## config.mk

```make
export PLATFORM = sky130hd
export DESIGN_NAME = cis_sequencer
export DESIGN_NICKNAME = d
export VERILOG_FILES = /design/src/rtl/cis_pkg.sv /design/src/rtl/cis_sequencer.sv
export SDC_FILE = /design/constraint.sdc
export NUM_CORES = 1
export LEC_CHECK = 0
export ABC_CLOCK_PERIOD_IN_PS = 3150
export BUFFER_PORTS_ARGS = -buffer_cell sky130_fd_sc_hd__buf_2
export CORE_ASPECT_RATIO = 1.5
export CORE_MARGIN = 5
export CORE_UTILIZATION = 35
export CTS_CLUSTER_DIAMETER = 150
export DETAILED_ROUTE_END_ITERATION = 16
export HOLD_SLACK_MARGIN = 0.02
export MAX_ROUTING_LAYER = met4
export PLACE_DENSITY = 0.58
export RECOVER_POWER = 100
export SLEW_MARGIN = 40
export SYNTH_ARGS = -nofsm -noshare
export SYNTH_HDL_FRONTEND = slang
export SYNTH_SLANG_ARGS = --single-unit
```

## constraint.sdc

```tcl
create_clock -name aclk -period 3.15 [get_ports aclk]
set_input_delay 0.1575 -clock aclk [delete_from_list [all_inputs] [get_ports aclk]]
set_output_delay 0.1575 -clock aclk [all_outputs]
set_load 0.1 [all_outputs]
```

## src/rtl/cis_pkg.sv

```systemverilog
// Package: constants, register map and carrier types of the interrupt sequencer
package cis_pkg;

   // Sizes
   localparam int NSRC   = 8;                 // Vectored sources, index 0 is external_request_zero
   localparam int IDXW   = $clog2(NSRC);      // Source index width
   localparam int PCW    = 12;                // Program counter width (words)
   localparam int SPW    = 16;                // Stack pointer width (bytes)

   // Vector table
   localparam logic [PCW-1:0] RESET_VEC  = 12'h000;  // Reset vector, lowest address
   localparam logic [PCW-1:0] VEC_STRIDE = 12'h001;  // Words between vectors

   // Timing, in core_clock cycles (core_clock is aclk, undivided)
   localparam logic [2:0] ENTRY_CYCLES = 3'h4;  // Push and vector load
   localparam logic [2:0] WAKE_EXTRA   = 3'h4;  // Added when entry wakes from sleep
   localparam logic [2:0] JUMP_CYCLES  = 3'h3;  // Jump at the vector
   localparam logic [2:0] RET_CYCLES   = 3'h4;  // Pop and enable on return

   // Register map, byte addresses
   localparam logic [5:0] OFS_CTRL   = 6'h00;  // Global enable in bit 7
   localparam logic [5:0] OFS_ENABLE = 6'h04;  // Per-source enables
   localparam logic [5:0] OFS_FLAGS  = 6'h08;  // Latched flags, write one to clear
   localparam logic [5:0] OFS_PEND   = 6'h0C;  // Requests currently seen, read only
   localparam logic [5:0] OFS_SP     = 6'h10;  // Stack pointer
   localparam logic [5:0] OFS_STATE  = 6'h14;  // Sequencer state, read only

   // Field positions and reset values
   localparam int GIE_BIT = 7;                          // Global enable in CTRL
   localparam logic [SPW-1:0] SP_RESET  = 16'h025F;     // Stack top after reset
   localparam logic [NSRC-1:0] EN_RESET = 8'h00;        // All sources disabled
   localparam logic [1:0] RESP_OKAY   = 2'h0;
   localparam logic [1:0] RESP_SLVERR = 2'h2;

   // Sequencer states
   typedef enum logic [3:0] {
      S_RUN, S_WAKE, S_PUSH_LO, S_PUSH_HI, S_ENT2, S_ENT3, S_VJMP,
      S_POP_HI, S_POP_LO, S_RET2, S_RET3
   } cis_state_t;

   // From the core pipeline
   typedef struct packed {
      logic           instr_done;  // Current instruction completes this cycle
      logic [PCW-1:0] next_pc;     // Address of the instruction that would run next
      logic           op_sei;      // Completing instruction sets global enable
      logic           op_cli;      // Completing instruction clears global enable
      logic           op_return_from_handler_instr;     // return_from_handler_instr decoded, start return
      logic           sleeping;    // Core is in a sleep mode, start-up already done
   } cis_core_in_t;

   // To the core pipeline
   typedef struct packed {
      logic           stall;       // Hold fetch and execute
      logic           pc_load;     // Load pc_value into the program counter
      logic [PCW-1:0] pc_value;    // Vector or return address
      logic           gie;         // Global enable bit of status_flags_register
      logic           wake;        // Leave sleep
      logic           in_jump;     // Vector jump cycles under way
   } cis_core_out_t;

   // Stack port to data memory
   typedef struct packed {
      logic           wr;          // Write one byte
      logic           rd;          // Read one byte, data returns next cycle
      logic [SPW-1:0] addr;        // Byte address
      logic [7:0]     wdata;       // Byte to push
   } cis_stack_t;

   // Whole sequencer state
   typedef struct packed {
      cis_state_t      state;
      logic [2:0]      cnt;
      logic            gie;
      logic            hold;
      logic [NSRC-1:0] flags;
      logic [NSRC-1:0] en;
      logic [SPW-1:0]  sp;
      logic [PCW-1:0]  pc_save;
      logic [IDXW-1:0] cur;
      logic            aw_got;
      logic            w_got;
      logic [5:0]      awaddr;
      logic [31:0]     wdata;
      logic [3:0]      wstrb;
      logic            bvalid;
      logic [1:0]      bresp;
      logic            rvalid;
      logic [31:0]     rdata;
      logic [1:0]      rresp;
   } cis_regs_t;

endpackage

```

## src/rtl/cis_sequencer.sv

```systemverilog
// Interrupt sequencer: arbitration, flags, entry and return, AXI4-Lite registers
// Function
// [RULE_01] Reset and per-source vectors at lowest addresses
// [RULE_02] Lower vector wins; reset, then external_request_zero
// [RULE_03] Take only with source and global enable
// [RULE_04] Accepting an interrupt clears global enable
// [RULE_05] Software may set global enable, allowing nesting
// [RULE_06] Return from handler sets global enable
// [RULE_07] Event sources: vector taken, flag cleared by hardware
// [RULE_08] Writing one clears a flag, zero keeps
// [RULE_09] Disabled event still sets and keeps flag
// [RULE_10] Pending flags served in priority once enabled
// [RULE_11] Condition sources request only while present
// [RULE_12] One main instruction after return before next
// [RULE_13] Status flags not saved or restored
// [RULE_14] Clear-enable instruction blocks even simultaneous requests
// [RULE_15] Instruction after set-enable runs before servicing
// [RULE_16] Entry four cycles, program counter pushed
// [RULE_17] Vector jump takes three cycles
// [RULE_18] Multi-cycle instruction finishes before entry
// [RULE_19] Wake from sleep adds four cycles
// [RULE_20] Return four cycles, pop two bytes, enable
// [RULE_21] Runs on undivided core clock
// [RULE_22] Entry decrements stack pointer by two
// [RULE_23] Pushed address is the next instruction
module cis_sequencer #(
   parameter logic [cis_pkg::NSRC-1:0] LEVEL_MASK = 8'h00  // Set bits: condition-type sources
) (
   // Clock and reset
   input  wire logic                      aclk,
   input  wire logic                      aresetn,
   // Interrupt sources
   input  wire logic [cis_pkg::NSRC-1:0]  src_event,
   input  wire logic [cis_pkg::NSRC-1:0]  src_cond,
   // Core pipeline
   input  wire cis_pkg::cis_core_in_t     core_in,
   output cis_pkg::cis_core_out_t         core_out,
   // Stack memory
   output cis_pkg::cis_stack_t            stack,
   input  wire logic [7:0]                stack_rdata,
   // AXI4-Lite write address
   input  wire logic                      s_axi_awvalid,
   output logic                           s_axi_awready,
   input  wire logic [5:0]                s_axi_awaddr,
   // AXI4-Lite write data
   input  wire logic                      s_axi_wvalid,
   output logic                           s_axi_wready,
   input  wire logic [31:0]               s_axi_wdata,
   input  wire logic [3:0]                s_axi_wstrb,
   // AXI4-Lite write response
   output logic                           s_axi_bvalid,
   input  wire logic                      s_axi_bready,
   output logic [1:0]                     s_axi_bresp,
   // AXI4-Lite read address
   input  wire logic                      s_axi_arvalid,
   output logic                           s_axi_arready,
   input  wire logic [5:0]                s_axi_araddr,
   // AXI4-Lite read data
   output logic                           s_axi_rvalid,
   input  wire logic                      s_axi_rready,
   output logic [31:0]                    s_axi_rdata,
   output logic [1:0]                     s_axi_rresp
);

   localparam int NSRC = cis_pkg::NSRC;
   localparam int IDXW = cis_pkg::IDXW;
   localparam int PCW  = cis_pkg::PCW;
   localparam int SPW  = cis_pkg::SPW;

   cis_pkg::cis_regs_t r_r;             // Registered state
   cis_pkg::cis_regs_t r_nxt;           // Next state

   logic [NSRC-1:0] req;                // Raw request per source
   logic [NSRC-1:0] armed;              // Requests passing both enables
   logic            any_armed;          // Some request may be taken
   logic [IDXW-1:0] win;                // Winning source index
   logic            take;               // Entry starts this cycle
   logic            do_wr;              // Register write happens this cycle
   logic [31:0]     rd_mux;             // Read data for the addressed register
   logic            rd_hit;             // Read address is mapped
   logic            wr_hit;             // Write address is mapped
   logic [NSRC-1:0] w1c;                // Flags cleared by software

   // Vector address of a source; reset owns the first slot
   function automatic logic [PCW-1:0] vec_of(input logic [IDXW-1:0] idx);
      logic [PCW-1:0] slot;
      slot = PCW'(idx) + 12'h001;
      vec_of = cis_pkg::RESET_VEC + PCW'(slot * cis_pkg::VEC_STRIDE);  // RULE_01
   endfunction

   // Request per source: latched flag or live condition
   genvar g;
   generate
      for (g = 0; g < NSRC; g++) begin : g_req
         assign req[g] = LEVEL_MASK[g] ? src_cond[g] : r_r.flags[g];  // RULE_11 RULE_07
      end
   endgenerate

   // Both enables gate every source
   assign armed     = req & r_r.en & {NSRC{r_r.gie}};  // RULE_03 RULE_10
   assign any_armed = |armed;

   // Fixed priority: lowest index, lowest vector
   always_comb begin
      win = '0;
      for (int i = NSRC - 1; i >= 0; i--) begin
         if (armed[i]) begin
            win = IDXW'(i);  // RULE_02
         end
      end
   end

   // Entry is taken only at an instruction boundary or from sleep
   assign take = (r_r.state == cis_pkg::S_RUN) && any_armed && !r_r.hold
                 && !core_in.op_cli                                      // RULE_14
                 && (core_in.instr_done || core_in.sleeping);            // RULE_18

   // Bus write fires once address and data are both held
   assign do_wr = r_r.aw_got && r_r.w_got && !r_r.bvalid;

   // Write address decode
   always_comb begin
      unique case (r_r.awaddr)
         cis_pkg::OFS_CTRL, cis_pkg::OFS_ENABLE, cis_pkg::OFS_FLAGS,
         cis_pkg::OFS_SP: wr_hit = 1'b1;
         default:         wr_hit = 1'b0;
      endcase
   end

   // Software flag clears, ones clear and zeros keep
   assign w1c = (do_wr && r_r.awaddr == cis_pkg::OFS_FLAGS && r_r.wstrb[0])
                ? r_r.wdata[NSRC-1:0] : '0;  // RULE_08

   // Read data decode
   always_comb begin
      rd_mux = '0;
      rd_hit = 1'b1;
      unique case (s_axi_araddr)
         cis_pkg::OFS_CTRL:   rd_mux[cis_pkg::GIE_BIT] = r_r.gie;
         cis_pkg::OFS_ENABLE: rd_mux[NSRC-1:0] = r_r.en;
         cis_pkg::OFS_FLAGS:  rd_mux[NSRC-1:0] = r_r.flags;
         cis_pkg::OFS_PEND:   rd_mux[NSRC-1:0] = req;
         cis_pkg::OFS_SP:     rd_mux[SPW-1:0] = r_r.sp;
         cis_pkg::OFS_STATE:  rd_mux = {23'h000000, r_r.hold, IDXW'(r_r.cur), 1'b0,
                                        r_r.state};
         default:             rd_hit = 1'b0;
      endcase
   end

   // Next-state logic for sequencer, registers and bus
   always_comb begin
      r_nxt = r_r;

      // Event flags: set wins over any clear in the same cycle
      r_nxt.flags = (r_r.flags & ~w1c) | (src_event & ~LEVEL_MASK);  // RULE_09 RULE_08

      // Register writes
      if (do_wr) begin
         unique case (r_r.awaddr)
            cis_pkg::OFS_CTRL: begin
               if (r_r.wstrb[0]) begin
                  r_nxt.gie = r_r.wdata[cis_pkg::GIE_BIT];  // RULE_05
               end
            end
            cis_pkg::OFS_ENABLE: begin
               if (r_r.wstrb[0]) begin
                  r_nxt.en = r_r.wdata[NSRC-1:0];
               end
            end
            // Stack pointer uses lanes 0 and 1
            cis_pkg::OFS_SP: begin
               for (int b = 0; b < 2; b++) begin
                  if (r_r.wstrb[b]) begin
                     r_nxt.sp[8*b +: 8] = r_r.wdata[8*b +: 8];
                  end
               end
            end
            default: ;
         endcase
      end

      // Instructions from the core touching the enable bit
      if (core_in.instr_done && r_r.state == cis_pkg::S_RUN) begin
         if (core_in.op_sei) begin
            r_nxt.gie  = 1'b1;
            r_nxt.hold = 1'b1;  // RULE_15
         end else begin
            r_nxt.hold = 1'b0;  // RULE_12
         end
         if (core_in.op_cli) begin
            r_nxt.gie = 1'b0;  // RULE_14
         end
      end

      // Sequencer; status_flags_register other bits are never touched
      unique case (r_r.state)
         cis_pkg::S_RUN: begin
            if (take) begin
               r_nxt.gie     = 1'b0;                 // RULE_04
               r_nxt.cur     = win;
               r_nxt.pc_save = core_in.next_pc;      // RULE_23 RULE_13
               if (!LEVEL_MASK[win]) begin
                  r_nxt.flags[win] = src_event[win];  // RULE_07
               end
               if (core_in.sleeping) begin
                  r_nxt.state = cis_pkg::S_WAKE;
                  r_nxt.cnt   = cis_pkg::WAKE_EXTRA - 3'h1;  // RULE_19
               end else begin
                  r_nxt.state = cis_pkg::S_PUSH_LO;
               end
            end else if (core_in.op_return_from_handler_instr && core_in.instr_done) begin
               r_nxt.state = cis_pkg::S_POP_HI;
            end
         end
         cis_pkg::S_WAKE: begin
            r_nxt.cnt = r_r.cnt - 3'h1;
            if (r_r.cnt == 3'h0) begin
               r_nxt.state = cis_pkg::S_PUSH_LO;  // RULE_19
            end
         end
         // Four entry cycles: two pushes, settle, vector load
         cis_pkg::S_PUSH_LO: r_nxt.state = cis_pkg::S_PUSH_HI;  // RULE_16
         cis_pkg::S_PUSH_HI: r_nxt.state = cis_pkg::S_ENT2;
         cis_pkg::S_ENT2:    r_nxt.state = cis_pkg::S_ENT3;
         cis_pkg::S_ENT3: begin
            r_nxt.sp    = r_r.sp - 16'h0002;                   // RULE_22
            r_nxt.state = cis_pkg::S_VJMP;
            r_nxt.cnt   = cis_pkg::JUMP_CYCLES - 3'h1;
         end
         cis_pkg::S_VJMP: begin
            r_nxt.cnt = r_r.cnt - 3'h1;
            if (r_r.cnt == 3'h0) begin
               r_nxt.state = cis_pkg::S_RUN;  // RULE_17
            end
         end
         // Four return cycles: pop high, pop low, settle, reload
         cis_pkg::S_POP_HI: r_nxt.state = cis_pkg::S_POP_LO;  // RULE_20
         cis_pkg::S_POP_LO: begin
            r_nxt.pc_save[PCW-1:8] = stack_rdata[PCW-9:0];
            r_nxt.state            = cis_pkg::S_RET2;
         end
         cis_pkg::S_RET2: begin
            r_nxt.pc_save[7:0] = stack_rdata;
            r_nxt.state        = cis_pkg::S_RET3;
         end
         cis_pkg::S_RET3: begin
            r_nxt.sp    = r_r.sp + 16'h0002;  // RULE_20
            r_nxt.gie   = 1'b1;               // RULE_06
            r_nxt.hold  = 1'b1;               // RULE_12
            r_nxt.state = cis_pkg::S_RUN;
         end
      endcase

      // Write channel: address and data taken in either order
      if (s_axi_awvalid && !r_r.aw_got) begin
         r_nxt.aw_got = 1'b1;
         r_nxt.awaddr = s_axi_awaddr;
      end
      if (s_axi_wvalid && !r_r.w_got) begin
         r_nxt.w_got = 1'b1;
         r_nxt.wdata = s_axi_wdata;
         r_nxt.wstrb = s_axi_wstrb;
      end
      if (do_wr) begin
         r_nxt.bvalid = 1'b1;
         r_nxt.bresp  = wr_hit ? cis_pkg::RESP_OKAY : cis_pkg::RESP_SLVERR;
      end
      if (r_r.bvalid && s_axi_bready) begin
         r_nxt.bvalid = 1'b0;
         r_nxt.aw_got = 1'b0;
         r_nxt.w_got  = 1'b0;
      end

      // Read channel: answer one cycle after address
      if (s_axi_arvalid && !r_r.rvalid) begin
         r_nxt.rvalid = 1'b1;
         r_nxt.rdata  = rd_mux;
         r_nxt.rresp  = rd_hit ? cis_pkg::RESP_OKAY : cis_pkg::RESP_SLVERR;
      end else if (r_r.rvalid && s_axi_rready) begin
         r_nxt.rvalid = 1'b0;
      end
   end

   // State register on the undivided core clock
   always_ff @(posedge aclk) begin  // RULE_21
      if (!aresetn) begin
         r_r       <= '0;
         r_r.state <= cis_pkg::S_RUN;
         r_r.sp    <= cis_pkg::SP_RESET;
         r_r.en    <= cis_pkg::EN_RESET;
      end else begin
         r_r <= r_nxt;
      end
   end

   // Core side outputs
   always_comb begin
      core_out          = '0;
      core_out.stall    = (r_r.state != cis_pkg::S_RUN) && (r_r.state != cis_pkg::S_VJMP);
      core_out.gie      = r_r.gie;
      core_out.wake     = (r_r.state == cis_pkg::S_WAKE);
      core_out.in_jump  = (r_r.state == cis_pkg::S_VJMP);
      core_out.pc_load  = (r_r.state == cis_pkg::S_ENT3) || (r_r.state == cis_pkg::S_RET3);
      core_out.pc_value = (r_r.state == cis_pkg::S_ENT3) ? vec_of(r_r.cur) : r_r.pc_save;
   end

   // Stack port: low byte at SP, high byte below it
   always_comb begin
      stack = '0;
      unique case (r_r.state)
         cis_pkg::S_PUSH_LO: begin
            stack.wr    = 1'b1;
            stack.addr  = r_r.sp;
            stack.wdata = r_r.pc_save[7:0];  // RULE_16
         end
         cis_pkg::S_PUSH_HI: begin
            stack.wr    = 1'b1;
            stack.addr  = r_r.sp - 16'h0001;
            stack.wdata = 8'(r_r.pc_save[PCW-1:8]);
         end
         cis_pkg::S_POP_HI: begin
            stack.rd   = 1'b1;
            stack.addr = r_r.sp + 16'h0001;
         end
         cis_pkg::S_POP_LO: begin
            stack.rd   = 1'b1;
            stack.addr = r_r.sp + 16'h0002;
         end
         default: ;
      endcase
   end

   // Bus handshakes
   assign s_axi_awready = !r_r.aw_got;
   assign s_axi_wready  = !r_r.w_got;
   assign s_axi_bvalid  = r_r.bvalid;
   assign s_axi_bresp   = r_r.bresp;
   assign s_axi_arready = !r_r.rvalid;
   assign s_axi_rvalid  = r_r.rvalid;
   assign s_axi_rdata   = r_r.rdata;
   assign s_axi_rresp   = r_r.rresp;

endmodule

```

# Word level (Yosys, flattened, before mapping)
# Memory sizes are Yosys's and may differ from the RTL's.
# Index checks and enable logic that the tools add are counted.
# Widths: inputs -> output; s select.
word_totals:
  word_cells: 173
  inputBits: 96
  out_inout_bits: 84
  regBits: 104
  romBits: 8
  memories: 1
op_classes:
  reduce_logical: 55
  mux: 58
  add_sub_neg: 6
  n_lt_le_gt_ge: 2
  eq_ne: 24
  bitwise_logic: 6
memory_table:
  columns: ["name", "words", "word_bits", "rd", "rd_clocked_by_memory_dff", "wr", "line_no", "text"]
  rows:
  - ["(name not given)", 8, 1, 1, 0, 0, "cis_sequencer.sv:202", "if (!LEVEL_MASK[win]) begin"]
op_table:
  columns: ["op", "n"]
  rows:
  - ["$pmux 16 s4", 1]
  - ["$mux 8", 6]
  - ["$pmux 8 s2", 3]
  - ["$pmux 4 s11", 1]
  - ["$mux 16", 2]
  - ["$pmux 16 s2", 1]
  - ["$pmux 7 s4", 1]
  - ["$mux 3", 9]
  - ["$and 8x8->8", 3]
  - ["$mux 4", 5]
  - ["$eq 6x4->1 const B", 3]
  - ["$eq 6x5->1 const B", 3]
  - ["$logic_and 1x1->1", 17]
  - ["$add 16x1->16 const B", 1]
  - ["$add 16x2->16 const B", 1]
  - ["$eq 4x3->1 const B", 4]
  - ["$mux 1", 16]
  - ["$sub 16x1->16 const B", 1]
  - ["$sub 16x2->16 const B", 1]
  - ["$mux 15", 1]
  - ["$reduce_and 3->1", 5]
  - ["$reduce_bool 3->1", 5]
  - ["$eq 4x4->1 const B", 3]
  - ["$eq 6x3->1 const B", 2]
  - ["34 further kinds", 56]

# Logic depth before layout (Yosys ltp)
# Gate-level depths: netlist (run 1).
logic_depth:
  depth_word: 18
  mapped_depth: 10
  depth_no_buf: 10

# Worst setup path after synthesis (run 1)
# No wires, ideal clock.
synth_timing:
  path_type: "register to output"
  startpoint: "reg r_r[135] in the netlist's numbering"
  endpoint: "out stack[18] in the netlist's numbering"
  t_required_ns: 2.992
  n_path_buf: 0
  setup_slack_ns: -1.800
  stages_incl_launch_ff: 11
  arrival_ns: 4.792
  cell_sequence: "dfxtp_1 > and2_2 > nor2b_1 > nand2_1 > fa_1 > a211oi_1 > o21a_1 > nor3_1 > nor3_1 > xor2_1 > o21ai_0"
synth_lines:
  columns: ["item", "line_no", "text"]
  rows:
  - ["from (decl)", "cis_sequencer.sv:70", "cis_pkg::cis_regs_t r_r;"]
  - ["from (signal assigned)", "cis_sequencer.sv:292", "r_r <= r_nxt;"]
  - ["to (decl)", "cis_sequencer.sv:39", "output cis_pkg::cis_stack_t stack,"]

==> impl_metrics.json, run 1 <==
{
  "ctsHtreeMaxLevel": 3,
  "min_path_type": "input port to flop",
  "power.share.clock_pct": 23.2,
  "drive_above_1_share_pct": 22.29,
  "p_int_w": 0.002925,
  "drv_cap": 0,
  "yosysSeqAreaShare_pct": 29.76,
  "arrival_ns": 2.95,
  "cts_tree": "built",
  "critPathSlowestCell": "fa_2",
  "synth.avg_cell_area_um2": 7.582,
  "grt_max_degree": 55,
  "totalWireLength_um": 23140,
  "crit_chain": "and2_4 > nor2b_4 > nand2_8 > fa_2 > a211oi_4 > o21a_1 > o31ai_2 > a21oi_1 > xor2_1 > o221ai_4 > buf_12",
  "first_iter_violations": 421,
  "final-seq-area_um2": 2044,
  "use_met1_pct": 22.74,
  "synthCells": 905,
  "use_met3_pct": 2.410,
  "start_util_pct": 35.67,
  "hold_violations": 0,
  "setup_viol": 0,
  "power.total_w": 0.005429,
  "crit_fanout": 8,
  "ant_nets": 0,
  "gp_congestion": 0.9034,
  "skew_ns": 0.01894,
  "synth_edf_count": 0,
  "finalNetCount": 1134,
  "finalCriticalPeriod_ns": 3.109,
  "area_delta_synth_final_pct": 26.06,
  "cp-end-kind": "primary output",
  "p_leak_nw": 3.461,
  "multi_input_area_um2": 4631,
  "path_clk_slew_ns": 0.07,
  "pwr_density_cell_nw_per_um2": 627.7,
  "grt_pass1_vias": 6685,
  "rsz0062_at_grt": "true",
  "setup_tns_ns": 0,
  "critical_path_class": "flop to primary output",
  "use_met2_pct": 35.05,
  "fin_crit_sh_pct": 98.69,
  "r2r_start": "r_r[137]",
  "dpl.cell_count": 1256,
  "outcome": "completed",
  "die_y_um": 181.5,
  "r2r-end": "r_r[132]",
  "ff2ff_setup_slack_ns": 0.76,
  "core_um2": 19240,
  "die_x_um": 124.3,
  "antenna_found_initial": 1,
  "final.setup.worst_slack_ns": 0.04136,
  "rows": 62,
  "numPortBuffers": 135,
  "holdPathStages": 2,
  "r2r_cells": 8,
  "ys_types": 79,
  "async_reset_ff_share_pct": 0,
  "seqPwrFrac_pct": 27.4,
  "mostFrequentLayoutCell": "nand2_1",
  "vias": 7002,
  "worst_hold_slack_ns": 0.03715,
  "cts_buffers": 9,
  "holdPathEnd": "req[0]",
  "cpPeakStageDelay_ns": 0.43,
  "dp_slack_ns": 0.1257,
  "drt-vias-per-instance": 5.470,
  "busiest_layer": "met2",
  "ys_warn_count": 0,
  "max_freq_ghz": 0.3217,
  "min_from": "src_event[0]",
  "combPwrFrac_pct": 49.4,
  "clockRootBuffer": "clkbuf_16",
  "dieArea_um2": 22560,
  "drcViolationCount": 0,
  "post_drt_wl_per_cell_um": 18.08,
  "peakVddDrop_v": 0.0003128,
  "tightest_slew_ns": 1.196,
  "stdcell_count": 1280,
  "maxSlewHeadroom_pct": 20.24,
  "synth-seq-cells": 102,
  "syn_area_um2": 6862,
  "num-fill-cells": 2023,
  "grt_usage_pct": 20.04,
  "drv_slew": 0,
  "dpl.hpwl_um": 17610,
  "worst_ep_required_time_ns": 2.99,
  "clock-sinks": 102,
  "switching_power_w": 0.002504,
  "grt_pass1_wl_um": 36110,
  "overflow": 0,
  "clk_latency_ns": 0.36,
  "dr.pass1.iters": 5,
  "pin_count": 180,
  "clk_path_buf_depth": 2,
  "mostFrequentLayoutCells": "nand2_1, dfxtp_1, buf_2",
  "cp-start-kind": "flop",
  "swShare_pct": 46.12,
  "synth-main-ff-cell": "dfxtp_1"
}
-- cells in the mapped netlist, drive strengths merged (16+ instances only) --
master	instances	share of area, %
buf	48	4.9
o21ai	56	4.1
nand3	26	1.9
inv	16	0.88
nor2	76	4.2
a22oi	17	1.9
mux2i	35	5.1
ha	19	3.5
dfxtp	102	30
a211oi	21	2.4
nor3	33	2.5
clkbuf	48	2.6
nand2	119	6.5
a21oi	82	6.0
and2	22	2.0
-- metal layers --
layer  share of wire, %  vias to the layer above
met5                  0                        -
met4                4.3                        0
li1                   -                     3464
met2                 51                      233
met1                 41                     3259
met3                4.2                       46
-- flip-flops by register name, summed over array words and instances, names as in the netlist --
register	count
s_axi_bvalid	1
s_axi_rdata	16
core_out	1
r_r	73
s_axi_rresp	1
req	8
s_axi_rvalid	1
s_axi_bresp	1
-- layout make-up --
cell class	count	share of cell area, %
timing repair buffer	181	14.54
clock inverter	7	1.215
multi-input combinational	707	53.54
antenna	1	0.02893
sequential	102	23.64
tap	256	3.703
clock buffer	9	2.604
inverter	17	0.7377
-- power by group through the flow --
stage / Sequential (W) / Clock [W] / Combinational, W
after detailed placement: 0.00151 / 0 / 0.00261
after CTS: 0.00148 / 0.00128 / 0.00265
after global placement: 0.00150 / 0 / 0.00260
after global routing: 0.00150 / 0.00132 / 0.00283
after floorplan: 0.00149 / 0 / 0.00191
final: 0.00149 / 0.00126 / 0.00268
-- per-stage QoR --
step                utilization, %  cell area [µm²]
CTS                          44.63             8586
global route                 44.96             8650
finish                       44.96             8650
floorplan                        -             7083
detailed placement           42.22             8122
global placement             42.22             8122
-- kinds of logic (layout without fill, tap and decap cells) --
group,after synthesis,count (layout),synth area share (%)
compound gates,270,270,26.09
xor+xnor,20,20,2.553
fa+ha+maj,20,20,3.756
buf+inv,113,214,8.443
flops,102,102,29.76
mux,35,35,5.106
other cells,1,19,0.05465
simple gates,344,344,24.23
-- worst max-delay path: cells and delay by family, from the launching register on --
kind | cells | cell delay (ns)
AND/OR/NAND/NOR | 3 | 0.47
flip-flops | 1 | 0.33
adder cells (fa/ha/maj) | 1 | 0.43
XOR/XNOR | 1 | 0.25
buffers and inverters | 1 | 0.18
AO/OA/AOI/OAI | 5 | 0.93
-- repair_timing --
action                                 in CTS  in global routing
buffers inserted                            2                  2
gates resized for setup                    15                 16
endpoints found under the hold margin       3                  0
pin swaps                                   7                 11
setup endpoints to repair                   5                  7
hold buffers                                3                  0
-- worst max-delay path by stage --
stage	from	to	cells past startpoint
floorplan	r_r[135]	stack[18]	10
global placement	r_r[135]	stack[23]	11
detailed placement	r_r[135]	stack[23]	11
CTS	r_r[135]	stack[21]	12
global route	r_r[134]	stack[20]	11
finish	r_r[134]	stack[20]	11
(Power assumes the default switching activity.)
==> run 2: changes to the inputs <==
==> constraint.sdc (replaced) <==
create_clock -name aclk -period 3.15 [get_ports aclk]
set_input_delay 0.1575 -clock aclk [delete_from_list [all_inputs] [get_ports aclk]]
set_output_delay 0.1575 -clock aclk [all_outputs]
set_load 0.02 [all_outputs]
==> run 2 against run 1 <==
  * The run now ends with capacitance limit, slew limit left
  * Power is 19% lower
  * Non-clock buffer count is 6 lower
  * Clock skew is 0.0075 ns lower
==> impl_metrics.json, run 2 (synthesized netlist as in run 1, its figures left out) <==
{
  "drive_above_1_share_pct": 17.39,
  "cts_buffers": 9,
  "swShare_pct": 39.67,
  "core_um2": 19240,
  "seqPwrFrac_pct": 34.9,
  "switching_power_w": 0.001735,
  "r2r_start": "r_r[137]",
  "fin_crit_sh_pct": 98.66,
  "finalCriticalPeriod_ns": 3.108,
  "maxSlewHeadroom_pct": -20.59,
  "r2r-end": "r_r[132]",
  "max_freq_ghz": 0.3218,
  "dpl.hpwl_um": 17320,
  "regMostFlops": "r_r",
  "ant_nets": 0,
  "violations": "capacitance limit, slew limit",
  "skew_ns": 0.01143,
  "min_path_type": "input port to flop",
  "die_x_um": 124.3,
  "rsz0062_at_grt": "true",
  "stdcell_count": 1275,
  "rows": 62,
  "clock-sinks": 102,
  "drv_slew": 46,
  "dr.pass1.iters": 5,
  "path_clk_slew_ns": 0.08,
  "cts_tree": "built",
  "antenna_found_initial": 1,
  "gp_congestion": 0.9213,
  "worst_ep_required_time_ns": 2.99,
  "critPathLaunch": "r_r[135]",
  "crit_end": "stack[23]",
  "finalNetCount": 1129,
  "crit_fanout": 7,
  "clk_latency_ns": 0.35,
  "ff2ff_setup_slack_ns": 0.20,
  "totalWireLength_um": 23430,
  "clockRootBuffer": "clkbuf_16",
  "outcome": "complete, but fails checks",
  "combPwrFrac_pct": 38.3,
  "overflow": 0,
  "mostFrequentLayoutCells": "nand2_1, dfxtp_1, a21oi_1",
  "post_drt_wl_per_cell_um": 18.38,
  "mostFrequentLayoutCell": "nand2_1",
  "drcViolationCount": 0,
  "drt-vias-per-instance": 5.537,
  "ctsHtreeMaxLevel": 3,
  "final_area_um2": 8157,
  "cp-end-kind": "primary output",
  "placed_area_um2": 7637,
  "dp_slack_ns": 0.1212,
  "dpl.cell_count": 1245,
  "largest_reg_flops": 73,
  "start_util_pct": 35.67,
  "drv_cap": 1,
  "grt_pass1_wl_um": 35940,
  "power.share.clock_pct": 26.8,
  "numPortBuffers": 135,
  "arrival_ns": 2.95,
  "r2r_cells": 9,
  "cp-start-kind": "flop",
  "p_int_w": 0.002639,
  "peakVddDrop_v": 0.0003134,
  "dieArea_um2": 22560,
  "area_delta_synth_final_pct": 18.87,
  "p_leak_nw": 3.207,
  "grt_usage_pct": 20.09,
  "first_iter_violations": 407,
  "clk_path_buf_depth": 2,
  "pin_count": 180,
  "vias": 7060,
  "hold_violations": 0,
  "pwr_density_cell_nw_per_um2": 536.2,
  "worst_hold_slack_ns": 0.03907,
  "tightest_slew_ns": 1.799,
  "grt_pass1_vias": 6609,
  "critical_path_class": "flop to primary output",
  "die_y_um": 181.5,
  "final.setup.worst_slack_ns": 0.04222,
  "power.total_w": 0.004373,
  "setup_viol": 0,
  "grt_max_degree": 46,
  "num-fill-cells": 2071
}
-- run 2: changes by cell type in the layout (fill, tap and decap cells not counted), moves of 7 or more --
| cell | previous run | this run |
|---|---|---|
| clkbuf_1 | 18 | 50 |
| buf_2 | 100 | 80 |
| buf_12 | 16 | 0 |
| and2_0 | 2 | 11 |
| and2_1 | 19 | 10 |
| o21ai_0 | 40 | 49 |
| buf_4 | 41 | 33 |
| clkbuf_2 | 1 | 8 |
-- run 2: power by group through the flow --
stage | Sequential [W] | Clock [W] | Combinational, W
final | 0.00152 | 0.00117 | 0.00168
after global routing | 0.00154 | 0.00124 | 0.00184
after CTS | 0.00152 | 0.00120 | 0.00166
after detailed placement | 0.00152 | 0 | 0.00159
after global placement | 0.00152 | 0 | 0.00159
after floorplan | 0.00148 | 0 | 0.00112
-- run 2: worst min-delay path by stage --
stage,startpoint,endpoint,slack (ns),depth (start not counted)
final,s_axi_wdata[14],r_r[56],0.04,3
after global routing,s_axi_wdata[2],r_r[44],0.04,3
after CTS,s_axi_wdata[2],r_r[44],0.03,3
after detailed placement,s_axi_rready,s_axi_rvalid,0.35,2
after global placement,s_axi_rready,s_axi_rvalid,0.35,2
after floorplan,s_axi_rready,s_axi_rvalid,0.26,1
-- run 2: routing by layer --
layer  vias to the layer above  global-route usage, %  share of wire (%)
li1                       3449                      -                  -
met1                      3336                  23.37                 42
met2                       235                  34.64                 50
met3                        40                  2.322                4.2
met4                         0                  9.127                3.8
met5                         -                      -                  0
-- run 2: timing repair --
item,in CTS,in global routing
pin swaps,9,14
hold buffers,3,0
setup buffers,4,5
hold endpoints to repair,3,0
endpoints found under the setup margin,6,6
resized for setup,23,16
cloned,1,0
-- run 2: through the flow --
stage | utilization [%] | setup TNS (ns)
4_1_cts | 42.42 | 0
2_1_floorplan | - | 0
5_1_grt | 42.40 | -0.2068
6_report | 42.40 | 0
3_5_place_dp | 39.70 | 0
3_3_place_gp | 39.69 | 0
-- run 2: cell type report --
| type | instances | area [µm²] | area share [%] |
|---|---|---|---|
| multi-input combinational | 708 | 4501 | 55.18 |
| tap | 256 | 320.3 | 3.927 |
| clock buffer | 9 | 225.2 | 2.761 |
| sequential | 102 | 2044 | 25.07 |
| antenna | 1 | 2.502 | 0.03068 |
| inverter | 17 | 65.06 | 0.7977 |
| clock inverter | 7 | 81.33 | 0.9971 |
| timing repair buffer | 175 | 917.1 | 11.24 |
-- run 2: worst max-delay path: stages, from the launching register on --
cell	delay, ns
dfxtp_2	0.34
and2_4	0.13
nor2b_4	0.27
nand2_8	0.16
buf_4	0.17
buf_4	0.15
ha_4	0.30
nor2_1	0.06
a211oi_2	0.19
a21oi_1	0.12
or4b_4	0.52
nand3_2	0.08
buf_6	0.12
